**config.mk**
```make
export PLATFORM = sky130hd
export DESIGN_NAME = pcs_pll_clock_source
export DESIGN_NICKNAME = d
export VERILOG_FILES = /design/src/pcs_pkg.sv /design/src/pcs_pfd.sv /design/src/pcs_pll_clock_source.sv
export SDC_FILE = /design/constraint.sdc
export NUM_CORES = 1
export LEC_CHECK = 0
export BUFFER_PORTS_ARGS = -buffer_cell sky130_fd_sc_hd__buf_2
export CORE_MARGIN = 4
export CORE_UTILIZATION = 25
export DETAILED_ROUTE_END_ITERATION = 7
export PLACE_DENSITY = 0.48
export SLEW_MARGIN = 15
export SYNTH_ARGS = -nofsm -noshare
export SYNTH_HDL_FRONTEND = slang
export SYNTH_SLANG_ARGS = --single-unit
```
**constraint.sdc**
```tcl
create_clock -name sys_clk -period 4.55 [get_ports sys_clk]
set_clock_uncertainty 0.05 [all_clocks]
set_input_delay 0.455 -clock sys_clk [delete_from_list [all_inputs] [get_ports sys_clk]]
set_output_delay 0.455 -clock sys_clk [all_outputs]
set_load 0.02 [all_outputs]
```
**src/pcs_pkg.sv**
```systemverilog
// Package with register map, field layout, encodings and types of the PLL clock source control block
package pcs_pkg;

    // ------------------------------------------------------------
    // Register indices (byte address is four times the index)
    // ------------------------------------------------------------
    localparam int PCS_ADDR_W = 12;
    localparam logic [9:0] PCS_IDX_PLL_CTRL = 10'h010;
    localparam logic [9:0] PCS_IDX_PUMP_CUR = 10'h020;
    localparam logic [9:0] PCS_IDX_ABL = 10'h017;
    localparam logic [9:0] PCS_IDX_CAL = 10'h018;
    localparam logic [9:0] PCS_IDX_DIV = 10'h1e0;
    localparam logic [9:0] PCS_IDX_SRC = 10'h1e1;
    localparam logic [9:0] PCS_IDX_UPDATE = 10'h232;
    localparam logic [9:0] PCS_IDX_STATUS = 10'h240;

    // ------------------------------------------------------------
    // Field positions
    // ------------------------------------------------------------
    localparam int PCS_PWR_LSB = 0;
    localparam int PCS_PUMP_LSB = 4;
    localparam int PCS_POL_BIT = 7;
    localparam int PCS_CAL_BIT = 0;
    localparam int PCS_BYP_BIT = 0;
    localparam int PCS_SRC_BIT = 1;

    // ------------------------------------------------------------
    // Encodings and values after reset
    // ------------------------------------------------------------
    localparam logic [1:0] PCS_PWR_ON = 2'h0;
    localparam logic [1:0] PCS_PWR_DOWN = 2'h1;
    localparam logic [2:0] PCS_PUMP_HIZ = 3'h0;
    localparam logic [2:0] PCS_PUMP_FORCE_UP = 3'h1;
    localparam logic [2:0] PCS_PUMP_FORCE_DN = 3'h2;
    localparam logic [2:0] PCS_PUMP_NORMAL = 3'h3;
    localparam logic [2:0] PCS_DIV_RST = 3'h2;
    localparam logic [2:0] PCS_DIV_MAX_CODE = 3'h4;
    localparam logic [2:0] PCS_DIV_BASE = 3'h2;
    localparam logic [7:0] PCS_UPDATE_KEY = 8'h01;
    localparam logic [12:0] PCS_PUMP_LSB_UA = 13'h0258;
    localparam logic [1:0] PCS_RESP_OKAY = 2'h0;
    localparam logic [1:0] PCS_RESP_SLVERR = 2'h2;

    // ------------------------------------------------------------
    // Configuration carried as one unit
    // ------------------------------------------------------------
    typedef struct packed {
        logic       pol_neg;
        logic [2:0] pump_mode;
        logic [1:0] pwr;
        logic [2:0] cur_step;
        logic [1:0] abl;
        logic       cal;
        logic [2:0] div_code;
        logic       bypass;
        logic       src_int;
    } pcs_cfg_t;

    localparam pcs_cfg_t PCS_CFG_RST = '{pol_neg: 1'b0, pump_mode: PCS_PUMP_HIZ, pwr: PCS_PWR_DOWN,
        cur_step: 3'h0, abl: 2'h0, cal: 1'b0, div_code: PCS_DIV_RST, bypass: 1'b0, src_int: 1'b0};

endpackage

```
**src/pcs_pfd.sv**
```systemverilog
// Phase and frequency comparison of reference and feedback divider outputs with antibacklash overlap
`timescale 1ns/1ps
`default_nettype none
module pcs_pfd (
    input wire logic sys_clk,
    input wire logic sys_rst,
    input wire logic clk_en,
    input wire logic enable,
    input wire logic [1:0] abl,
    input wire logic ref_div,
    input wire logic fb_div,
    output logic up,
    output logic dn
);
    logic ref_q;
    logic fb_q;
    logic [1:0] overlap_cnt;
    logic ref_edge;
    logic fb_edge;

    assign ref_edge = ref_div & ~ref_q;
    assign fb_edge = fb_div & ~fb_q;

    always_ff @(posedge sys_clk or posedge sys_rst) begin
        if (sys_rst) begin
            ref_q <= 1'b0;
            fb_q <= 1'b0;
        end else if (clk_en) begin
            ref_q <= ref_div;
            fb_q <= fb_div;
        end
    end

    // Both outputs stay high together for abl+1 cycles so there is no dead zone
    always_ff @(posedge sys_clk or posedge sys_rst) begin
        if (sys_rst) begin
            up <= 1'b0;
            dn <= 1'b0;
            overlap_cnt <= 2'h0;
        end else if (clk_en) begin
            if (!enable) begin
                up <= 1'b0;
                dn <= 1'b0;
                overlap_cnt <= 2'h0;
            end else if (up && dn) begin
                if (overlap_cnt == abl) begin
                    up <= 1'b0;
                    dn <= 1'b0;
                    overlap_cnt <= 2'h0;
                end else begin
                    overlap_cnt <= overlap_cnt + 2'h1;
                end
            end else begin
                if (ref_edge) begin
                    up <= 1'b1;
                end
                if (fb_edge) begin
                    dn <= 1'b1;
                end
            end
        end
    end
endmodule // pcs_pfd
`default_nettype wire

```
**src/pcs_pll_clock_source.sv**
```systemverilog
// PLL clock source control: AXI4-Lite registers, staged commit, source routing and charge pump drive
//
// Register access over AXI4-Lite and the register addresses were decided locally.
`timescale 1ns/1ps
`default_nettype none
module pcs_pll_clock_source (
    input wire logic sys_clk,
    input wire logic sys_rst,
    input wire logic clk_en,
    input wire logic [pcs_pkg::PCS_ADDR_W-1:0] s_axi_awaddr,
    input wire logic s_axi_awvalid,
    output logic s_axi_awready,
    input wire logic [31:0] s_axi_wdata,
    input wire logic [3:0] s_axi_wstrb,
    input wire logic s_axi_wvalid,
    output logic s_axi_wready,
    output logic [1:0] s_axi_bresp,
    output logic s_axi_bvalid,
    input wire logic s_axi_bready,
    input wire logic [pcs_pkg::PCS_ADDR_W-1:0] s_axi_araddr,
    input wire logic s_axi_arvalid,
    output logic s_axi_arready,
    output logic [31:0] s_axi_rdata,
    output logic [1:0] s_axi_rresp,
    output logic s_axi_rvalid,
    input wire logic s_axi_rready,
    input wire logic ref_div,
    input wire logic fb_div,
    output pcs_pkg::pcs_cfg_t active_cfg,
    output logic pll_powered_down,
    output logic src_internal,
    output logic div_bypass,
    output logic [2:0] div_ratio,
    output logic charge_pump_up,
    output logic charge_pump_dn,
    output logic charge_pump_hiz,
    output logic [12:0] charge_pump_ua,
    output logic cal_start
);
    import pcs_pkg::*;

    // ------------------------------------------------------------
    // Bus slave state
    // ------------------------------------------------------------
    pcs_cfg_t staged_cfg;
    logic aw_held;
    logic w_held;
    logic [9:0] aw_idx;
    logic [7:0] w_byte;
    logic w_lane0;
    logic aw_take;
    logic w_take;
    logic ar_take;
    logic [9:0] wr_idx;
    logic [7:0] wr_byte;
    logic wr_lane0;
    logic wr_fire;
    logic commit;
    logic update_pending;
    logic pfd_up;
    logic pfd_dn;
    logic pll_on;
    logic [9:0] rd_idx;

    function automatic logic idx_mapped(input logic [9:0] idx);
        idx_mapped = (idx == PCS_IDX_PLL_CTRL) || (idx == PCS_IDX_PUMP_CUR) || (idx == PCS_IDX_ABL)
            || (idx == PCS_IDX_CAL) || (idx == PCS_IDX_DIV) || (idx == PCS_IDX_SRC)
            || (idx == PCS_IDX_UPDATE) || (idx == PCS_IDX_STATUS);
    endfunction

    function automatic logic [2:0] div_decode(input logic [2:0] code);
        // Codes above the largest legal one fall back to the deepest divide
        if (code > PCS_DIV_MAX_CODE) begin
            div_decode = PCS_DIV_BASE + PCS_DIV_MAX_CODE;
        end else begin
            div_decode = PCS_DIV_BASE + code;
        end
    endfunction

    // Ready drops while frozen so no beat is taken that state cannot record
    assign s_axi_awready = clk_en & ~aw_held & ~s_axi_bvalid;
    assign s_axi_wready = clk_en & ~w_held & ~s_axi_bvalid;
    assign s_axi_arready = clk_en & ~s_axi_rvalid;
    assign aw_take = s_axi_awvalid & s_axi_awready;
    assign w_take = s_axi_wvalid & s_axi_wready;
    assign ar_take = s_axi_arvalid & s_axi_arready;

    assign wr_idx = aw_held ? aw_idx : s_axi_awaddr[PCS_ADDR_W-1:2];
    assign wr_byte = w_held ? w_byte : s_axi_wdata[7:0];
    assign wr_lane0 = w_held ? w_lane0 : s_axi_wstrb[0];
    assign wr_fire = clk_en & (aw_held | aw_take) & (w_held | w_take);
    assign rd_idx = s_axi_araddr[PCS_ADDR_W-1:2];
    assign commit = wr_fire & wr_lane0 & (wr_idx == PCS_IDX_UPDATE) & (wr_byte == PCS_UPDATE_KEY);

    // ------------------------------------------------------------
    // Write channel
    // ------------------------------------------------------------
    always_ff @(posedge sys_clk or posedge sys_rst) begin
        if (sys_rst) begin
            aw_held <= 1'b0;
            w_held <= 1'b0;
            aw_idx <= 10'h000;
            w_byte <= 8'h00;
            w_lane0 <= 1'b0;
            s_axi_bvalid <= 1'b0;
            s_axi_bresp <= PCS_RESP_OKAY;
        end else if (clk_en) begin
            if (wr_fire) begin
                aw_held <= 1'b0;
                w_held <= 1'b0;
                s_axi_bvalid <= 1'b1;
                s_axi_bresp <= idx_mapped(wr_idx) ? PCS_RESP_OKAY : PCS_RESP_SLVERR;
            end else begin
                if (aw_take) begin
                    aw_held <= 1'b1;
                    aw_idx <= s_axi_awaddr[PCS_ADDR_W-1:2];
                end
                if (w_take) begin
                    w_held <= 1'b1;
                    w_byte <= s_axi_wdata[7:0];
                    w_lane0 <= s_axi_wstrb[0];
                end
                if (s_axi_bvalid && s_axi_bready) begin
                    s_axi_bvalid <= 1'b0;
                end
            end
        end
    end

    // ------------------------------------------------------------
    // Staging registers
    // ------------------------------------------------------------
    // writes land in staging
    always_ff @(posedge sys_clk or posedge sys_rst) begin
        if (sys_rst) begin
            staged_cfg <= PCS_CFG_RST;
        end else if (clk_en && wr_fire && wr_lane0) begin
            case (wr_idx)
                PCS_IDX_PLL_CTRL: begin
                    staged_cfg.pwr <= wr_byte[PCS_PWR_LSB+:2];
                    staged_cfg.pump_mode <= wr_byte[PCS_PUMP_LSB+:3];
                    staged_cfg.pol_neg <= wr_byte[PCS_POL_BIT];
                end
                PCS_IDX_PUMP_CUR: staged_cfg.cur_step <= wr_byte[2:0];
                PCS_IDX_ABL: staged_cfg.abl <= wr_byte[1:0];
                PCS_IDX_CAL: staged_cfg.cal <= wr_byte[PCS_CAL_BIT];
                PCS_IDX_DIV: staged_cfg.div_code <= wr_byte[2:0];
                PCS_IDX_SRC: begin
                    staged_cfg.bypass <= wr_byte[PCS_BYP_BIT];
                    staged_cfg.src_int <= wr_byte[PCS_SRC_BIT];
                end
                default: staged_cfg <= staged_cfg;
            endcase
        end
    end

    // Pending marks staged values not yet committed; a write and an update never share a cycle
    always_ff @(posedge sys_clk or posedge sys_rst) begin
        if (sys_rst) begin
            update_pending <= 1'b0;
        end else if (clk_en && wr_fire && wr_lane0) begin
            if (commit) begin
                update_pending <= 1'b0;
            end else if (idx_mapped(wr_idx) && wr_idx != PCS_IDX_STATUS && wr_idx != PCS_IDX_UPDATE) begin
                update_pending <= 1'b1;
            end
        end
    end

    // ------------------------------------------------------------
    // Active registers and calibration start
    // ------------------------------------------------------------
    // single-step copy to active
    always_ff @(posedge sys_clk or posedge sys_rst) begin
        if (sys_rst) begin
            active_cfg <= PCS_CFG_RST;
        end else if (clk_en && commit) begin
            active_cfg <= staged_cfg;
        end
    end

    // start only on a committed 0 to 1
    always_ff @(posedge sys_clk or posedge sys_rst) begin
        if (sys_rst) begin
            cal_start <= 1'b0;
        end else if (clk_en) begin
            cal_start <= commit & staged_cfg.cal & ~active_cfg.cal;
        end
    end

    // ------------------------------------------------------------
    // Read channel
    // ------------------------------------------------------------
    always_ff @(posedge sys_clk or posedge sys_rst) begin
        if (sys_rst) begin
            s_axi_rvalid <= 1'b0;
            s_axi_rdata <= 32'h0000_0000;
            s_axi_rresp <= PCS_RESP_OKAY;
        end else if (clk_en) begin
            if (ar_take) begin
                s_axi_rvalid <= 1'b1;
                s_axi_rresp <= idx_mapped(rd_idx) ? PCS_RESP_OKAY : PCS_RESP_SLVERR;
                case (rd_idx)
                    PCS_IDX_PLL_CTRL: s_axi_rdata <= {24'h000000, staged_cfg.pol_neg, staged_cfg.pump_mode,
                        2'h0, staged_cfg.pwr};
                    PCS_IDX_PUMP_CUR: s_axi_rdata <= {29'h00000000, staged_cfg.cur_step};
                    PCS_IDX_ABL: s_axi_rdata <= {30'h00000000, staged_cfg.abl};
                    PCS_IDX_CAL: s_axi_rdata <= {31'h00000000, staged_cfg.cal};
                    PCS_IDX_DIV: s_axi_rdata <= {29'h00000000, staged_cfg.div_code};
                    PCS_IDX_SRC: s_axi_rdata <= {30'h00000000, staged_cfg.src_int, staged_cfg.bypass};
                    PCS_IDX_STATUS: s_axi_rdata <= {26'h0000000, update_pending, charge_pump_hiz, charge_pump_dn,
                        charge_pump_up, active_cfg.src_int, pll_powered_down};
                    default: s_axi_rdata <= 32'h0000_0000;
                endcase
            end else if (s_axi_rvalid && s_axi_rready) begin
                s_axi_rvalid <= 1'b0;
            end
        end
    end

    // ------------------------------------------------------------
    // Phase detector and charge pump drive
    // ------------------------------------------------------------
    // only code 00 runs the loop
    assign pll_on = (active_cfg.pwr == PCS_PWR_ON);

    pcs_pfd u_phase_freq_detector (
        .sys_clk(sys_clk),
        .sys_rst(sys_rst),
        .clk_en(clk_en),
        .enable(pll_on && active_cfg.pump_mode == PCS_PUMP_NORMAL),
        .abl(active_cfg.abl),
        .ref_div(ref_div),
        .fb_div(fb_div),
        .up(pfd_up),
        .dn(pfd_dn)
    );

    always_ff @(posedge sys_clk or posedge sys_rst) begin
        if (sys_rst) begin
            charge_pump_up <= 1'b0;
            charge_pump_dn <= 1'b0;
            charge_pump_hiz <= 1'b1;
        end else if (clk_en) begin
            if (!pll_on) begin
                charge_pump_up <= 1'b0;
                charge_pump_dn <= 1'b0;
                charge_pump_hiz <= 1'b1;
            end else begin
                case (active_cfg.pump_mode)
                    PCS_PUMP_NORMAL: begin
                        charge_pump_up <= active_cfg.pol_neg ? pfd_dn : pfd_up;
                        charge_pump_dn <= active_cfg.pol_neg ? pfd_up : pfd_dn;
                        charge_pump_hiz <= 1'b0;
                    end
                    PCS_PUMP_FORCE_UP: begin
                        charge_pump_up <= 1'b1;
                        charge_pump_dn <= 1'b0;
                        charge_pump_hiz <= 1'b0;
                    end
                    PCS_PUMP_FORCE_DN: begin
                        charge_pump_up <= 1'b0;
                        charge_pump_dn <= 1'b1;
                        charge_pump_hiz <= 1'b0;
                    end
                    default: begin
                        charge_pump_up <= 1'b0;
                        charge_pump_dn <= 1'b0;
                        charge_pump_hiz <= 1'b1;
                    end
                endcase
            end
        end
    end

    // ------------------------------------------------------------
    // Routing and pump current outputs
    // ------------------------------------------------------------
    // Source selection stays live even with the loop off, for pure distribution use
    always_ff @(posedge sys_clk or posedge sys_rst) begin
        if (sys_rst) begin
            pll_powered_down <= 1'b1;
            src_internal <= 1'b0;
            div_bypass <= 1'b0;
            div_ratio <= PCS_DIV_BASE + PCS_DIV_RST;
            charge_pump_ua <= PCS_PUMP_LSB_UA;
        end else if (clk_en) begin
            pll_powered_down <= ~pll_on;
            src_internal <= active_cfg.src_int;
            div_bypass <= active_cfg.bypass;
            div_ratio <= div_decode(active_cfg.div_code);
            charge_pump_ua <= PCS_PUMP_LSB_UA * ({10'h000, active_cfg.cur_step} + 13'h0001);
        end
    end
endmodule // pcs_pll_clock_source
`default_nettype wire

```
Word-level counts from Yosys, hierarchy flattened
Cells that the tools add are included.
W data, S select, Z words.
{"block": "totals", "ff_bits": 120, "inputBits": 70, "word_cells": 186}
{"block": "classes", "n_addsub": 3, "mul": 1, "order_cmp": 1, "n_eq_ne": 27, "n_mux": 35, "bitwise": 28, "reduce_logical": 48}
{"op": "$eq A10 B5 Y1 const B", "n": 6}
{"op": "$pmux W8 S7", "n": 1}
{"op": "$eq A10 B10 Y1 const B", "n": 4}
{"op": "$eq A10 B9 Y1 const B", "n": 4}
{"op": "$reduce_and A2 Y1", "n": 14}
{"op": "$mux W1", "n": 24}
{"op": "$eq A10 B6 Y1 const B", "n": 2}
{"op": "$ne A10 B10 Y1 const B", "n": 2}
{"op": "$and A1 B1 Y1", "n": 17}
{"op": "$logic_or A1 B1 Y1", "n": 14}
{"op": "$reduce_and A3 Y1", "n": 4}
{"op": "$mul A7 B4 Y10 const A", "n": 1}
{"op": "$mux W10", "n": 1}
{"op": "$mux W2", "n": 5}
{"op": "$reduce_bool A2 Y1", "n": 5}
{"op": "$logic_and A1 B1 Y1", "n": 9}
{"op": "$ne A3 B3 Y1 const B", "n": 3}
{"op": "$not A1 Y1", "n": 9}
{"op": "$eq A8 B1 Y1 const B", "n": 1}
{"op": "$mux W8", "n": 1}
{"op": "$eq A3 B2 Y1 const B", "n": 2}
{"op": "$add A3 B1 Y4 const B", "n": 1}
{"op": "$pmux W1 S2", "n": 2}
{"op": "$add A2 B3 Y3 const A", "n": 1}
{"op": "9 further kinds", "n": 10}

Depth between registers and ports, before layout
{"block": "logic_depth", "word_depth": 13, "depth_mapped": 11, "ltp_nobuf": 11}

Cells and area by module
Synthesis repeated with hierarchy kept, for this count alone.
{"block": "hier_totals", "cells_unflattened": 475, "hier_area_um2": 5247.5}
{"module": "pcs_pll_clock_source", "n_inst": 1, "cells_per_inst": 439, "area_each_um2": 4894.7, "seq_area_each_um2": 2215.9}
{"module": "pcs_pfd", "n_inst": 1, "cells_per_inst": 36, "area_each_um2": 352.8, "seq_area_each_um2": 150.1}

Least setup slack after synthesis
Ideal clock, no wire load.
{"block": "synth_timing", "kind": "flip-flop to flip-flop", "start": "register active_cfg[8] in the netlist's numbering", "end": "register charge_pump_ua[11]", "setup_ns": 0.069, "t_arrival_ns": 3.089, "t_required_ns": 4.431, "slack_ns": 1.342, "stages_incl_launch_ff": 11, "synth_period_minus_slack_ns": 3.208, "cell_sequence": "dfrtp_1 ha_1 xor2_1 ha_1 fa_1 ha_1 a21o_1 a21o_1 a21oi_1 or4b_2 nand3_1"}
{"block": "synth_between", "elab_chain_cells": 2}
{"item": "start: declaration", "line_no": "pcs_pll_clock_source.sv:29", "source": "output pcs_pkg::pcs_cfg_t active_cfg,"}
{"item": "start signal: assignment", "line_no": "pcs_pll_clock_source.sv:178", "source": "active_cfg <= staged_cfg;"}
{"item": "$add A3 B1 Y4", "line_no": "pcs_pll_clock_source.sv:292", "source": "charge_pump_ua <= PCS_PUMP_LSB_UA * ({10'h000, active_cfg.cur_step} + 13'h0001);"}
{"item": "$mul A7 B4 Y10", "line_no": "pcs_pll_clock_source.sv:292"}
{"item": "end signal: assignment", "line_no": "pcs_pll_clock_source.sv:292"}
{"item": "end: declaration", "line_no": "pcs_pll_clock_source.sv:37", "source": "output logic [12:0] charge_pump_ua,"}
No other way between the ends.
A chain may end at the register's enable or synchronous reset.

Worst setup path in the final report
{"block": "layout_timing", "start": "register aw_held", "end": "register active_cfg[10] in the netlist's numbering"}
{"block": "layout_between", "elab_chain_cells": 11}
{"item": "start: declaration", "line_no": "pcs_pll_clock_source.sv:46", "source": "logic aw_held;"}
{"item": "start signal: assignment", "line_no": "pcs_pll_clock_source.sv:100", "source": "aw_held <= 1'b0;"}
{"item": "start signal: assignment", "line_no": "pcs_pll_clock_source.sv:109", "source": "aw_held <= 1'b0;"}
{"item": "start signal: assignment", "line_no": "pcs_pll_clock_source.sv:115", "source": "aw_held <= 1'b1;"}
{"item": "$not A1 Y1", "line_no": "pcs_pll_clock_source.sv:81", "source": "assign s_axi_awready = clk_en & ~aw_held & ~s_axi_bvalid;"}
{"item": "$and A1 B1 Y1 (2 in a row)", "line_no": "pcs_pll_clock_source.sv:81"}
{"item": "$and A1 B1 Y1", "line_no": "pcs_pll_clock_source.sv:84", "source": "assign aw_take = s_axi_awvalid & s_axi_awready;"}
{"item": "$or A1 B1 Y1", "line_no": "pcs_pll_clock_source.sv:91", "source": "assign wr_fire = clk_en & (aw_held | aw_take) & (w_held | w_take);"}
{"item": "$and A1 B1 Y1 (2 in a row)", "line_no": "pcs_pll_clock_source.sv:91"}
{"item": "$and A1 B1 Y1", "line_no": "pcs_pll_clock_source.sv:93", "source": "assign commit = wr_fire & wr_lane0 & (wr_idx == PCS_IDX_UPDATE) & (wr_byte == PCS_UPDATE_KEY);"}
{"item": "$and A1 B1 Y1 (*) (2 in a row)", "line_no": "pcs_pll_clock_source.sv:93"}
{"item": "$logic_and A1 B1 Y1 (*)", "line_no": "pcs_pll_clock_source.sv:177", "source": "end else if (clk_en && commit) begin"}
Every way passes the cells marked *; elsewhere a longest branch is shown, timed or not.

==> flow_results.xml <==
<?xml version="1.0" encoding="UTF-8"?>
<metrics>
  <group name="outcome">
    <metric name="status" unit="">completed</metric>
  </group>
  <group name="logic_synthesis">
    <metric name="synth-edff-count" unit="">0</metric>
    <metric name="synth_top_area_frac" unit="">0.408</metric>
    <metric name="synth_commonest_cells" unit="">83 x dfrtp_1, 59 x mux2_2, 30 x buf_4, 30 x nand2_1, 23 x nor2_1</metric>
    <metric name="ys.flop_type" unit="">dfrtp_1</metric>
    <metric name="synthesis.area_per_instance" unit="um2">11.0</metric>
    <metric name="post-synth-top-count-cell" unit="">dfrtp_1</metric>
    <metric name="synth_cell_types" unit="">63</metric>
    <metric name="syn-instance-count" unit="">461</metric>
    <metric name="asyncSetResetFlopFracSynth" unit="">1.00</metric>
    <metric name="ys_top_cells_by_area" unit="">dfrtp_1 41%, mux2_2 13%, dfstp_2 5.7%</metric>
    <metric name="ys_warn_count" unit="">0</metric>
    <metric name="netlist.top_cell.by_area" unit="">dfrtp_1</metric>
    <metric name="syn_area" unit="um2">5090</metric>
    <metric name="yosysSeqAreaShare" unit="">0.465</metric>
    <metric name="seq_cells_post_synth" unit="">94</metric>
  </group>
  <group name="cts">
    <metric name="clk_path_buf_depth" unit="">2</metric>
    <metric name="cts_tree" unit="">yes</metric>
    <metric name="clk_pin_slew" unit="ps">70</metric>
    <metric name="htreeDepth" unit="">3</metric>
    <metric name="clock_sinks" unit="">94</metric>
    <metric name="cts-resized-gates" unit="">0</metric>
    <metric name="cts_hold_buffers" unit="">0</metric>
    <metric name="clock_latency" unit="ps">350</metric>
    <metric name="cts_buffers" unit="">9</metric>
    <metric name="ctsRootBufferMaster" unit="">clkbuf_16</metric>
    <metric name="post-cts-setup-buffer-count" unit="">0</metric>
  </group>
  <group name="timing">
    <metric name="final_hold_viol_count" unit="">0</metric>
    <metric name="final_period_util" unit="">0.769</metric>
    <metric name="fin_setup_tns" unit="ps">0</metric>
    <metric name="final_max_slew_viol_count" unit="">0</metric>
    <metric name="max_freq" unit="MHz">286</metric>
    <metric name="finalSetupViolCount" unit="">0</metric>
    <metric name="period_needed" unit="ps">3500</metric>
    <metric name="hold_slack" unit="ps">230</metric>
    <metric name="slew_headroom" unit="">0.255</metric>
    <metric name="worstMarginPinSlew" unit="ps">1100</metric>
    <metric name="rsz0062_at_grt" unit="">false</metric>
  </group>
  <group name="setup_path">
    <metric name="type_of_destination_of_the_critical_path" unit="">flip-flop</metric>
    <metric name="cp_top_family" unit="">simple AND/OR/NAND/NOR gates</metric>
    <metric name="critical_path.max_fanout" unit="">34</metric>
    <metric name="path_class" unit="">reg -&gt; reg</metric>
    <metric name="timing.critical_path.buf_inv" unit="">0</metric>
    <metric name="cp_slowest_cell" unit="">or4_1</metric>
    <metric name="cpPeakStageDelay" unit="ps">990</metric>
    <metric name="setup.worst_path.start_class" unit="">flip-flop</metric>
    <metric name="worstPathRequired" unit="ps">4730</metric>
    <metric name="cp_cell_sequence" unit="">or3b_1 -&gt; a2111o_1 -&gt; or4_1 -&gt; mux2_4</metric>
    <metric name="crit_arrival" unit="ps">3680</metric>
  </group>
  <group name="placed_design">
    <metric name="gp_routability_congestion" unit="">0.794</metric>
    <metric name="hpwlAfterDp" unit="mm">9.86</metric>
    <metric name="placement.io_buffers" unit="">90</metric>
  </group>
  <group name="grt">
    <metric name="grt_pass1_vias" unit="">3761</metric>
    <metric name="grt_pass1_wl" unit="mm">20.4</metric>
    <metric name="grt_util_all_layers" unit="">0.115</metric>
    <metric name="grt-ovfl-total" unit="">0</metric>
    <metric name="grt_antenna_before_repair" unit="">0</metric>
    <metric name="largest_net_degree_at_the_start_of_global_routing" unit="">58</metric>
  </group>
  <group name="power_and_ir_drop">
    <metric name="static-leakage-power" unit="nW">2.81</metric>
    <metric name="power_density" unit="nW/um2">383</metric>
    <metric name="vdd_drop_max" unit="uV">211</metric>
  </group>
  <group name="drt">
    <metric name="routed_via_density" unit="">4.58</metric>
    <metric name="drt_first_pass_iters" unit="">4</metric>
    <metric name="route.antenna.remaining_nets" unit="">0</metric>
    <metric name="drt-total-wl" unit="mm">12.9</metric>
    <metric name="detail_route.wl_per_cell" unit="um">15.8</metric>
    <metric name="drt_iter0_drc" unit="">121</metric>
    <metric name="drcViolationCount" unit="">0</metric>
    <metric name="num_vias" unit="">3753</metric>
  </group>
  <group name="layout">
    <metric name="final-seq-area" unit="um2">2370</metric>
    <metric name="post_route_cells_drive_above_1_share" unit="">0.354</metric>
    <metric name="multi_input_area" unit="um2">2470</metric>
    <metric name="area_growth_syn_to_layout" unit="%">17.8</metric>
    <metric name="number_of_fill_cells_in_the_layout" unit="">2051</metric>
    <metric name="design.final.nets" unit="">632</metric>
  </group>
  <group name="job">
    <metric name="cap_violations" unit="">0</metric>
  </group>
  <group name="die">
    <metric name="die_x" unit="um">151</metric>
    <metric name="core-area" unit="um2">19700</metric>
    <metric name="io_pins" unit="">151</metric>
    <metric name="start_util" unit="">0.258</metric>
    <metric name="die_height" unit="um">151</metric>
    <metric name="std_cell_rows" unit="">51</metric>
    <metric name="floorplan_die_area" unit="um2">22700</metric>
  </group>
  <group name="min_path">
    <metric name="hold_class" unit="">in -&gt; async</metric>
  </group>
</metrics>
[layout by cell type, fill, tap and decap left out, drive strengths merged, types with 10 or more instances in the layout]
cell	instances
a21oi	15
buf	92
clkbuf	10
conb	29
dfrtp	83
dfstp	11
ha	13
inv	18
mux2	67
nand2	30
nand3	10
nor2	23
nor3	10
o21ai	18
[worst paths after layout]
path,slack (ps),cells after the start,from,end
max,1050,4,aw_held$_DFFE_PP0P_,active_cfg[10]$_DFFE_PP0P_
min,230,2,sys_rst,w_byte[4]$_DFFE_PP0P_
max reg2reg,1050,4,aw_held$_DFFE_PP0P_,active_cfg[10]$_DFFE_PP0P_
min reg2reg,430,2,s_axi_rdata[3]$_DFFE_PP0P_,s_axi_rdata[3]$_DFFE_PP0P_
max in group asynchronous,3140,3,sys_rst,active_cfg[3]$_DFFE_PP1P_
min in group sys_clk,290,3,ref_div,u_phase_freq_detector.ref_q$_DFFE_PP0P_
[flip-flops by register name, summed over array words and instances (netlist names), 2 cells and up]
name / count
active_cfg: 17
staged_cfg: 17
aw_idx: 10
charge_pump_ua: 10
s_axi_rdata: 8
w_byte: 8
div_ratio: 3
u_phase_freq_detector.overlap_cnt: 2
[metrics by stage]
stage	cells	setup slack (ps)	util	power (mW)	area, um2
after floorplan	489	1340	-	1.45	5190
after global placement	802	1070	0.289	1.56	5700
after detailed placement	802	1090	0.289	1.57	5700
after CTS	818	1040	0.304	2.32	5990
after global routing	818	858	0.304	2.43	5990
final	819	1050	0.304	2.29	5990
[per-layer routing]
layer  track usage  up-vias  wire, um
li1              -     1813         -
met1         0.145     1820      5710
met2         0.193      103      6250
met3        0.0274       17       725
met4        0.0426        0       259
met5             0        -         0
[layout make-up]
cell class,count,share of cell area
clock buffers,10,0.0399
clock inverters,6,0.00773
well taps,265,0.0553
diodes,1,0.000418
repair buffers,92,0.0777
flip-flops and latches,94,0.395
inverters,18,0.0115
multi-input cells,333,0.412
[logic make-up (layout without fill, tap and decap cells)]
group,after synthesis,after routing,share of synthesized area
simple gates,131,131,0.144
flops,94,94,0.465
compound gates,78,78,0.105
mux,72,72,0.164
buf+inv,62,126,0.0696
fa+ha+maj,14,14,0.0359
xor+xnor,9,9,0.0155
other cells,1,30,0.000737
[where the power goes]
group | leakage [nW] | switching [mW] | total [mW] | internal, mW
sequential | 1.21 | 0.145 | 1.10 | 0.950
combinational | 1.46 | 0.243 | 0.462 | 0.218
clock | 0.135 | 0.346 | 0.735 | 0.389
(Power assumes the default switching activity.)
